## src/rtl/tmr_cfg.svh

```systemverilog
// Offsets, field positions, reset values and codes of the 16-bit timer.
`ifndef TMR_CFG_SVH
`define TMR_CFG_SVH
`define IDX_FLAGS     8'h0c
`define IDX_CNT_LO    8'h0e
`define IDX_CNT_HI    8'h0f
`define IDX_CTRL      8'h10
`define IDX_ENABLES   8'h8c
`define CTRL_RESET    8'h00
`define CTRL_MASK     8'h3f
`define OVF_BIT       0
`define OSC_EN_BIT    3
`define SET_MODE_CODE 4'hb
`define RESP_OKAY     2'b00
`define RESP_DECERR   2'b11
`endif

```

## src/rtl/tmr_pkg.sv

```systemverilog
// Types shared by the 16-bit timer/counter.
package tmr_pkg;
  // Control register layout, bit 7 down to bit 0.
  typedef struct packed {
    logic [1:0] rsv;
    logic [1:0] prescale_select;
    logic       osc_enable_bit;
    logic       sync_disable_bit;
    logic       clock_source_select;
    logic       timer_on_bit;
  } counter_control_t;

  // One pending AXI4-Lite write.
  typedef struct packed {
    logic        aw_held;
    logic        w_held;
    logic [7:0]  idx;
    logic [31:0] data;
    logic [3:0]  strb;
  } wr_slot_t;
endpackage

```

## src/rtl/tmr_counter.sv

```systemverilog
// Sixteen-bit timer/counter with prescaler and AXI4-Lite registers.
//
// How it works
// - sync disabled counts external ticks directly.
// - count bytes are read one at a time, with no latch between them.
// - oscillator amplifier on only with bit 3.
// - oscillator keeps running during sleep.
// - compare mode 1011 match clears counter.
// - trigger clear never sets overflow flag.
// - trigger clear ignored in asynchronous mode.
// - count write beats simultaneous trigger clear.
// - compare pair acts as counter period.
// - count bytes have no reset.
// - control register zero after power reset.
// - count byte write clears the prescaler.
// - bytes at 0Eh, 0Fh; control 10h.
// - source is clock, oscillator or pin.
// - prescaler divides by 1, 2, 4, 8.
// - asynchronous mode counts and wakes in sleep.
// - synchronized mode halts count in sleep.
//
// Local design decision: register access over AXI4-Lite.
`timescale 1ns/1ps
`default_nettype none
`include "tmr_cfg.svh"
module tmr_counter
  import tmr_pkg::*;
(
  input  wire logic        clk_i,           // 25 MHz clock
  input  wire logic        rst_n_i,         // power-on reset
  input  wire logic [11:0] s_axi_awaddr,    // write address
  input  wire logic        s_axi_awvalid,   // write address valid
  output logic             s_axi_awready,   // write address ready
  input  wire logic [31:0] s_axi_wdata,     // write data
  input  wire logic [3:0]  s_axi_wstrb,     // byte enables
  input  wire logic        s_axi_wvalid,    // write data valid
  output logic             s_axi_wready,    // write data ready
  output logic [1:0]       s_axi_bresp,     // write response
  output logic             s_axi_bvalid,    // write response valid
  input  wire logic        s_axi_bready,    // write response ready
  input  wire logic [11:0] s_axi_araddr,    // read address
  input  wire logic        s_axi_arvalid,   // read address valid
  output logic             s_axi_arready,   // read address ready
  output logic [31:0]      s_axi_rdata,     // read data
  output logic [1:0]       s_axi_rresp,     // read response
  output logic             s_axi_rvalid,    // read data valid
  input  wire logic        s_axi_rready,    // read data ready
  input  wire logic        sleep_i,         // processor asleep
  input  wire logic        osc_input_pin_i, // oscillator input
  input  wire logic        ext_clock_pin_i, // external clock pin
  input  wire logic [3:0]  cmp_one_mode_i,  // unit one mode code
  input  wire logic        cmp_one_match_i, // unit one match
  input  wire logic [3:0]  cmp_two_mode_i,  // unit two mode code
  input  wire logic        cmp_two_match_i, // unit two match
  output logic             osc_amp_en_o,    // oscillator amplifier on
  output logic             wake_o           // overflow wake request
);

  // ---------------------------------------------------------------
  // Reset release and pin sampling
  // ---------------------------------------------------------------
  counter_control_t ctrl;
  logic [1:0]       rst_q;
  logic [2:0]       osc_s, ext_s;
  logic             rst_n, osc_f, ext_f, sel_prev, next_osc_f, next_ext_f, sel_level;

  always_ff @(posedge clk_i or negedge rst_n_i) begin
    if (!rst_n_i) begin
      rst_q <= 2'b00;
    end else begin
      rst_q <= {rst_q[0], 1'b1};
    end
  end
  assign rst_n = rst_q[1];

  // A level counts only once the two later stages agree.
  always_comb begin
    next_osc_f = (osc_s[1] == osc_s[2]) ? osc_s[2] : osc_f;
    next_ext_f = (ext_s[1] == ext_s[2]) ? ext_s[2] : ext_f;
    sel_level  = ctrl.osc_enable_bit ? osc_f : ext_f;
  end

  always_ff @(posedge clk_i or negedge rst_n) begin
    if (!rst_n) begin
      osc_s    <= 3'h0;
      ext_s    <= 3'h0;
      osc_f    <= 1'b0;
      ext_f    <= 1'b0;
      sel_prev <= 1'b0;
    end else begin
      osc_s    <= {osc_s[1:0], osc_input_pin_i};
      ext_s    <= {ext_s[1:0], ext_clock_pin_i};
      osc_f    <= next_osc_f;
      ext_f    <= next_ext_f;
      sel_prev <= sel_level;
    end
  end

  // ---------------------------------------------------------------
  // Prescaler and count
  // ---------------------------------------------------------------
  function automatic logic [2:0] div_mask(input logic [1:0] sel);
    case (sel)
      2'b00:   div_mask = 3'h0;
      2'b01:   div_mask = 3'h1;
      2'b10:   div_mask = 3'h3;
      default: div_mask = 3'h7;
    endcase
  endfunction

  function automatic logic set_trig(input logic [3:0] mode,
                                    input logic       match);
    set_trig = match && (mode == `SET_MODE_CODE);
  endfunction

  wr_slot_t    wr;
  logic [15:0] count, next_count;
  logic [2:0]  presc, next_presc;
  logic        sync_tick, next_sync_tick, ovf_flag, ovf_enable, set_clr, inc, set_ovf;
  logic        wr_do, wr_lo, wr_hi, wr_any, src_tick, presc_out, async_mode;

  always_comb begin
    wr_do  = wr.aw_held && wr.w_held && !s_axi_bvalid;
    wr_lo  = wr_do && wr.strb[0] && (wr.idx == `IDX_CNT_LO);
    wr_hi  = wr_do && wr.strb[0] && (wr.idx == `IDX_CNT_HI);
    wr_any = wr_lo || wr_hi;
    async_mode = ctrl.clock_source_select && ctrl.sync_disable_bit;
    // The instruction clock stops in sleep, so timer mode halts there.
    src_tick = ctrl.clock_source_select ? (sel_level && !sel_prev)
                                        : !sleep_i;
    presc_out = src_tick &&
                ((presc & div_mask(ctrl.prescale_select)) ==
                 div_mask(ctrl.prescale_select));
    // On an external source the prescaler keeps dividing in sleep; synchronized mode only gates the increment.
    next_presc = presc;
    if (wr_any) next_presc = 3'h0;
    else if (src_tick) next_presc = presc + 3'h1;
    next_sync_tick = presc_out && !async_mode;
    inc = ctrl.timer_on_bit &&
          (async_mode ? presc_out
                      : (sync_tick && !sleep_i));
    // Clearing on a match makes the compare pair the period.
    set_clr = (set_trig(cmp_one_mode_i, cmp_one_match_i) ||
               set_trig(cmp_two_mode_i, cmp_two_match_i)) &&
              !async_mode;
    set_ovf = inc && !wr_any && !set_clr &&
              (count == 16'hffff);
    next_count = count;
    if (wr_any) begin
      if (wr_lo) next_count[7:0] = wr.data[7:0];
      if (wr_hi) next_count[15:8] = wr.data[7:0];
    end else if (set_clr) begin
      next_count = 16'h0000;
    end else if (inc) begin
      next_count = count + 16'h0001;
    end
  end

  // The count has no reset; only count byte writes, trigger clears and increments change it.
  always_ff @(posedge clk_i) begin
    count <= next_count;
  end

  always_ff @(posedge clk_i or negedge rst_n) begin
    if (!rst_n) begin
      presc     <= 3'h0;
      sync_tick <= 1'b0;
    end else begin
      presc     <= next_presc;
      sync_tick <= next_sync_tick;
    end
  end

  // ---------------------------------------------------------------
  // Register file
  // ---------------------------------------------------------------
  counter_control_t next_ctrl;
  logic             next_ovf_flag, next_ovf_enable, next_wake;

  always_comb begin
    next_ctrl       = ctrl;
    next_ovf_enable = ovf_enable;
    next_ovf_flag   = ovf_flag;
    if (wr_do && wr.strb[0]) begin
      if (wr.idx == `IDX_CTRL) next_ctrl = counter_control_t'(wr.data[7:0] & `CTRL_MASK);
      if (wr.idx == `IDX_ENABLES) next_ovf_enable = wr.data[`OVF_BIT];
      if (wr.idx == `IDX_FLAGS) next_ovf_flag = wr.data[`OVF_BIT];
    end
    if (set_ovf) next_ovf_flag = 1'b1;
    next_wake = next_ovf_flag && next_ovf_enable;
  end

  always_ff @(posedge clk_i or negedge rst_n) begin
    if (!rst_n) begin
      ctrl       <= counter_control_t'(`CTRL_RESET);
      ovf_flag   <= 1'b0;
      ovf_enable <= 1'b0;
      wake_o     <= 1'b0;
    end else begin
      ctrl       <= next_ctrl;
      ovf_flag   <= next_ovf_flag;
      ovf_enable <= next_ovf_enable;
      wake_o     <= next_wake;
    end
  end

  // Amplifier follows only the enable bit, not sleep.
  assign osc_amp_en_o = ctrl.osc_enable_bit;
  function automatic logic [31:0] rd_mux(input logic [7:0] idx);
    case (idx)
      `IDX_FLAGS:   rd_mux = {31'h0, ovf_flag};
      `IDX_ENABLES: rd_mux = {31'h0, ovf_enable};
      `IDX_CNT_LO:  rd_mux = {24'h0, count[7:0]};
      `IDX_CNT_HI:  rd_mux = {24'h0, count[15:8]};
      `IDX_CTRL:    rd_mux = {24'h0, ctrl};
      default:      rd_mux = 32'h0;
    endcase
  endfunction

  function automatic logic mapped(input logic [7:0] idx);
    mapped = (idx == `IDX_FLAGS) || (idx == `IDX_ENABLES) ||
             (idx == `IDX_CNT_LO) || (idx == `IDX_CNT_HI) ||
             (idx == `IDX_CTRL);
  endfunction

  // ---------------------------------------------------------------
  // AXI4-Lite slave
  // ---------------------------------------------------------------
  wr_slot_t    next_wr;
  logic        next_bvalid, next_rvalid;
  logic [1:0]  next_bresp, next_rresp;
  logic [31:0] next_rdata;

  always_comb begin
    next_wr     = wr;
    next_bvalid = s_axi_bvalid && !s_axi_bready;
    next_bresp  = s_axi_bresp;
    if (s_axi_awvalid && s_axi_awready) begin
      next_wr.aw_held = 1'b1;
      next_wr.idx     = s_axi_awaddr[9:2];
    end
    if (s_axi_wvalid && s_axi_wready) begin
      next_wr.w_held = 1'b1;
      next_wr.data   = s_axi_wdata;
      next_wr.strb   = s_axi_wstrb;
    end
    if (wr_do) begin
      next_wr.aw_held = 1'b0;
      next_wr.w_held  = 1'b0;
      next_bvalid     = 1'b1;
      next_bresp      = mapped(wr.idx) ? `RESP_OKAY : `RESP_DECERR;
    end
    next_rvalid = s_axi_rvalid && !s_axi_rready;
    next_rdata  = s_axi_rdata;
    next_rresp  = s_axi_rresp;
    if (s_axi_arvalid && s_axi_arready) begin
      next_rvalid = 1'b1;
      next_rdata  = rd_mux(s_axi_araddr[9:2]);
      next_rresp  = mapped(s_axi_araddr[9:2]) ? `RESP_OKAY
                                              : `RESP_DECERR;
    end
  end

  always_ff @(posedge clk_i or negedge rst_n) begin
    if (!rst_n) begin
      wr            <= '0;
      s_axi_awready <= 1'b0;
      s_axi_wready  <= 1'b0;
      s_axi_bvalid  <= 1'b0;
      s_axi_bresp   <= 2'b00;
      s_axi_arready <= 1'b0;
      s_axi_rvalid  <= 1'b0;
      s_axi_rdata   <= 32'h0;
      s_axi_rresp   <= 2'b00;
    end else begin
      wr            <= next_wr;
      s_axi_awready <= !next_wr.aw_held && !next_bvalid;
      s_axi_wready  <= !next_wr.w_held && !next_bvalid;
      s_axi_bvalid  <= next_bvalid;
      s_axi_bresp   <= next_bresp;
      s_axi_arready <= !next_rvalid;
      s_axi_rvalid  <= next_rvalid;
      s_axi_rdata   <= next_rdata;
      s_axi_rresp   <= next_rresp;
    end
  end

  // ---------------------------------------------------------------
  // Assertions
  // ---------------------------------------------------------------
  // The count powers up unknown, so checks wait until both bytes are set.
  logic [1:0] known;
  always_ff @(posedge clk_i or negedge rst_n) begin
    if (!rst_n) begin
      known <= 2'b00;
    end else begin
      known <= set_clr ? 2'b11 : (known | {wr_hi, wr_lo});
    end
  end
endmodule
`default_nettype wire

```

## config.mk

```make
export PLATFORM = sky130hd
export DESIGN_NAME = tmr_counter
export DESIGN_NICKNAME = d
export VERILOG_FILES = /design/src/rtl/tmr_pkg.sv /design/src/rtl/tmr_counter.sv
export VERILOG_INCLUDE_DIRS = /design/src /design/src/rtl
export SDC_FILE = /design/constraint.sdc
export NUM_CORES = 1
export LEC_CHECK = 0
export BUFFER_PORTS_ARGS = -buffer_cell sky130_fd_sc_hd__clkbuf_2
export CORE_ASPECT_RATIO = 0.75
export CORE_MARGIN = 2
export CORE_UTILIZATION = 39
export DETAILED_ROUTE_END_ITERATION = 16
export SYNTH_ARGS = -nofsm -noshare
export SYNTH_HDL_FRONTEND = slang
export SYNTH_SLANG_ARGS = --single-unit
```

## constraint.sdc

```tcl
create_clock -name clk_i -period 4.72 [get_ports clk_i]
set_clock_uncertainty 0.15 [all_clocks]
set_input_delay 1.18 -clock clk_i [delete_from_list [all_inputs] [get_ports clk_i]]
set_output_delay 1.18 -clock clk_i [all_outputs]
set_load 0.005 [all_outputs]
```

# == Word-level counts from Yosys, hierarchy flattened ==
# Cells that the tools add are included.
# W data, S select, Z words.
# classes
n_addsub,2
eq_ne,20
mux,24
bitwise,1
n_reduce_logical,53
# ops
op,n
$eq A8 B4 Y1 const B,6
$mux W16,3
$pmux W8 S5,1
$logic_and A1 B1 Y1,25
$add A16 B1 Y16 const B,1
$eq A16 B16 Y1 const B,1
$eq A8 B5 Y1 const B,2
$eq A8 B8 Y1 const B,2
$mux W8,2
$logic_not A1 Y1,12
$mux W1,12
$logic_or A1 B1 Y1,10
$pmux W3 S3,1
$eq A4 B4 Y1 const B,2
$mux W2,3
$mux W3,2
$reduce_and A2 Y1,3
$ne A2 B2 Y1 const B,2
$add A3 B1 Y3 const B,1
$and A3 B3 Y3,1
$eq A3 B3 Y1,1
$reduce_bool A3 Y1,1
$eq A1 B1 Y1,2
$eq A2 B1 Y1 const B,1
other kinds (3),3
# word_totals
reg_bits,100
inputBits,80
output_inout_bits,43
word_cells,131

# == Depth between registers and ports, before layout ==
# logic_depth
depth_word,12
mapped_depth,6
mapped_depth_nobuf,6

# == Least setup slack after synthesis ==
# OpenSTA, ideal clock, no wires.
# synth_path
path_kind,input port to flip-flop
startpoint,in sleep_i
endpoint,reg count[0] (enable)
setup_ns,0.375
arrival_ns,2.307
required_ns,4.195
path_slack_ns,1.887
stages,4
n_path_buf,0
path_cell_list,o2bb2ai_1 > a31oi_1 > nor2b_1 > a21oi_1
# synth_between
elab_chain_len,7
elab_cells_between_ends,8
classes_between,mux: 2; reduce/logical: 6
# synth_lines
element,line,text
"start, declared",tmr_counter.sv:48,"input wire logic sleep_i,"
$logic_not A1 Y1 *,"tmr_counter.sv:130, tmr_counter.sv:141",
$mux W1,tmr_counter.sv:129,src_tick = ctrl.clock_source_select ? (sel_level && !sel_prev)
$logic_and A1 B1 Y1,tmr_counter.sv:131,presc_out = src_tick &&
$mux W1 *,tmr_counter.sv:140,(async_mode ? presc_out
$logic_and A1 B1 Y1 *,tmr_counter.sv:139,inc = ctrl.timer_on_bit &&
$reduce_bool A3 Y1 (no line) *,--,
$reduce_and A2 Y1 (no line) *,--,
"end signal, assigned",tmr_counter.sv:161,count <= next_count;
"end, declared",tmr_counter.sv:117,"logic [15:0] count, next_count;"
# Mark *: on every way between the ends. The rest lies on a longest branch, timed or not.
# A chain may end at the register's enable or synchronous reset.

# == Final worst setup path ==
# layout_path
startpoint,in sleep_i
endpoint,reg count[9] (enable)
# Same word-level chain as after synthesis.

==> impl_metrics.csv <==
group,metric,value,unit
sta,worst_pin_slew,0.8434,ns
sta,finalHoldViolations,0,
floorplanning,rows,30,
worst_setup_path,crit_chain,"clkbuf_2 > o2bb2ai_1 > a31oi_1 > nor2b_1 > a21oi_1",
routing,via_per_inst,5.002,
cells_and_area,final_cell_mix,"clkbuf_2 (63), dfrtp_1 (57), nand2_1 (33), mux2_2 (26)",
yosys,yosys_most_used_dff,"dfrtp_1",
floorplanning,fp.coreArea,8896,um2
global_routing,grt_max_degree,38,
routing,wl,7290,um
cells_and_area,final_common_cell,"clkbuf_2",
yosys,synthMuxAreaShare,9.443,%
yosys,syn_avg_cell_area,11.52,um2
job,cap_violations,0,
routing,drc_errors,0,
worst_setup_path,path_buf_inv,1,
worst_setup_path,cp.required,4.53,ns
floorplanning,fp.dieArea,9822,um2
yosys,synth-edff-count,16,
worst_setup_path,crit_path_max_incr_delay,0.66,ns
clock_tree,clock-sinks,74,
sta,finalCriticalPeriod,2.964,ns
routing,drtIter0Drc,159,
yosys,synth.distinct_cells,50,
clock_tree,cts_tree,"done",
yosys,seq_area_frac_synth,54.81,%
yosys,synth-simple-area-share,13.31,%
worst_setup_path,end_kind,"register",
sta,finalSetupTns,0,ns
yosys,synth-xor-area-share,3.976,%
cells_and_area,final_nets,455,
yosys,ys_seq_elements,74,
clock_tree,path_clk_slew,0.06,ns
worst_setup_path,crit_slowest_cell,"a21oi_1",
sta,setup_violations,0,
sta,slew_headroom,43.78,%
global_routing,grt_pass1_vias,2314,
global_routing,overflow,0,
worst_setup_path,cp.arrival,2.77,ns
clock_tree,root_buffer,"clkbuf_16",
floorplanning,io_pins,123,
sta,fmax,0.3374,GHz
run_status,outcome,"completed",
clock_tree,cts_htree_levels,3,
clock_tree,cts_buffer_depth,2,
yosys,synth_fa_ha_area_share,1.278,%
clock_tree,post_cts_buffers,0,
placement,dp_hpwl,5469,um
clock_tree,hold_buffers,0,
clock_tree,clk_latency,0.34,ns
sta,period_share,62.79,%
worst_setup_path,cp_max_fo,8,
yosys,synth_top_family_by_area,"simple AND/OR/NAND/NOR gates",
yosys,synth_compound_area_share,10.05,%
placement,dpl_cell_area,3854,um2
routing,post_drt_wl_per_cell,14.88,um
power,cellPowerDensity,462.6,nW/um2
floorplanning,start_util,39.62,%
placement,gp_congestion,0.8652,
yosys,synthCells,306,
routing,vias,2451,
yosys,yosysWarningCount,0,
global_routing,antenna_found_initial,0,
power,peakVddDrop,0.2656,mV
sta,grt_setup_unrepaired,"false",
worst_setup_path,path_delay_family,"compound AO/OA/AOI/OAI gates",
floorplanning,die_w,113.8,um
cells_and_area,final_area,4158,um2
sta,slew_violations,0,
routing,ant_nets,0,
yosys,netlist_area,3525,um2
routing,dr.pass1.iters,7,
worst_setup_path,path_class,"in2reg",
yosys,ys_async_sr_fraction,78.38,%
placement,portBuffers,63,
global_routing,grt_pass1_wl,11700,um
clock_tree,post_cts_resized,0,
cells_and_area,syn_to_final_growth,17.96,%
cells_and_area,layout-drive-gt1-share,30.16,%
worst_hold_path,hold_path_class,"reg2async",
floorplanning,die_height,86.33,um
global_routing,grt_usage,15.71,%
power,p_leak,1.837,nW
clock_tree,numCtsBuffers,9,
worst_setup_path,cp-start-kind,"input port",
cells_and_area,diodes,0,
path summary, 6_finish.rpt:
kind / from / end / slack (ns) / cells after the start
setup / recovery: sleep_i / count[9]$_DFFE_PP_ / 1.76 / 5
hold / removal: rst_q[1]$_DFF_PN0_ / osc_s[0]$_DFF_PN0_ / 0.06 / 0
setup reg to reg: s_axi_bvalid$_DFF_PN0_ / count[9]$_DFFE_PP_ / 2.07 / 5
hold reg to reg: rst_q[1]$_DFF_PN0_ / osc_s[0]$_DFF_PN0_ / 0.06 / 0
max in group asynchronous: rst_q[1]$_DFF_PN0_ / wr[10]$_DFFE_PN0P_ / 3.53 / 1
min in group clk_i: osc_s[0]$_DFF_PN0_ / osc_s[1]$_DFF_PN0_ / 0.20 / 0
worst register-to-register path, stage by stage, from the launching register on:
cell and delay (ns):
dfrtp_1 0.41, and4b_4 0.37, and4_4 0.35, a21o_4 0.23
nor2b_1 0.09, a21oi_1 0.66
flip-flops by register name (all words and copies together), names as in the netlist, 2 cells and up:
name and cells:
count 16, ctrl 5, ext_s 3, osc_s 3
presc 3, rst_q 2, s_axi_rdata 8, wr 19
layer usage:
metal | track usage (%) | up-vias | part of all wire [%]
li1 | - | 1180 | -
met1 | 22.11 | 1170 | 46
met2 | 23.30 | 92 | 44
met3 | 5.175 | 9 | 8.9
met4 | 4.656 | 0 | 1.1
met5 | 0 | - | 0
metrics by stage:
step	total power, mW	hold WS [ns]	instances	worst slack (ns)	util (%)
2_1_floorplan	1.143	0.1812	329	1.887	-
3_3_place_gp	1.229	0.06370	474	1.441	43.32
3_5_place_dp	1.247	0.07382	474	1.411	43.32
4_1_cts	1.947	0.08026	490	1.757	46.74
5_1_grt	2.037	0.1146	490	1.581	46.74
6_report	1.923	0.06373	490	1.756	46.74
cell families (layout without fill, tap and decap cells):
logic type                 count (synthesis)  after routing
other                                      2             25
and+or+nand+nor                           92             92
adders and majority gates                  4              4
muxes                                     30             30
xor gates and xnor gates                  16             16
AOI/OAI and AO/OA                         51             51
DFF                                       74             74
buffers and inverters                     37             86
power by group:
part	total, mW	leakage (nW)	internal [mW]	switching, mW
sequential	0.920	0.857	0.795	0.125
combinational	0.312	0.834	0.176	0.136
clock	0.692	0.147	0.427	0.265
total	1.92	1.84	1.40	0.526
cells in the mapped netlist (2+ instances only):
| master | instances | area, um2 |
|---|---|---|
| a21oi_1 | 4 | 20.02 |
| a222oi_1 | 5 | 50.05 |
| and2_1 | 4 | 25.02 |
| and3_1 | 3 | 18.77 |
| and3b_1 | 2 | 17.52 |
| buf_4 | 26 | 195.2 |
| clkbuf_1 | 4 | 15.01 |
| conb_1 | 2 | 7.510 |
| dfrtp_1 | 58 | 1451 |
| edfxtp_1 | 16 | 480.5 |
| ha_1 | 2 | 25.02 |
| inv_1 | 6 | 22.52 |
| maj3_1 | 2 | 20.02 |
| mux2_2 | 26 | 292.8 |
| mux2i_1 | 4 | 40.04 |
| nand2_1 | 33 | 123.9 |
| nand3_1 | 9 | 45.04 |
| nand3b_1 | 2 | 15.01 |
| nand4_1 | 3 | 18.77 |
| nor2_1 | 16 | 60.06 |
| nor2b_1 | 6 | 37.54 |
| nor3_1 | 3 | 15.01 |
| nor4_1 | 2 | 12.51 |
| nor4b_1 | 2 | 17.52 |
| o21ai_0 | 25 | 125.1 |
| o31ai_1 | 2 | 15.01 |
| or2_2 | 2 | 12.51 |
| xnor2_1 | 7 | 61.31 |
| xor2_1 | 9 | 78.83 |
area by class of cell:
class,count,area [um2]
fillers,844,4738
flip-flops and latches,74,1933
clock buffers,11,242.7
repair buffers,64,322.8
clock inverters,5,61.31
well taps,112,140.1
inverters,6,22.52
multi-input cells,218,1435
(Power assumes the default switching activity.)
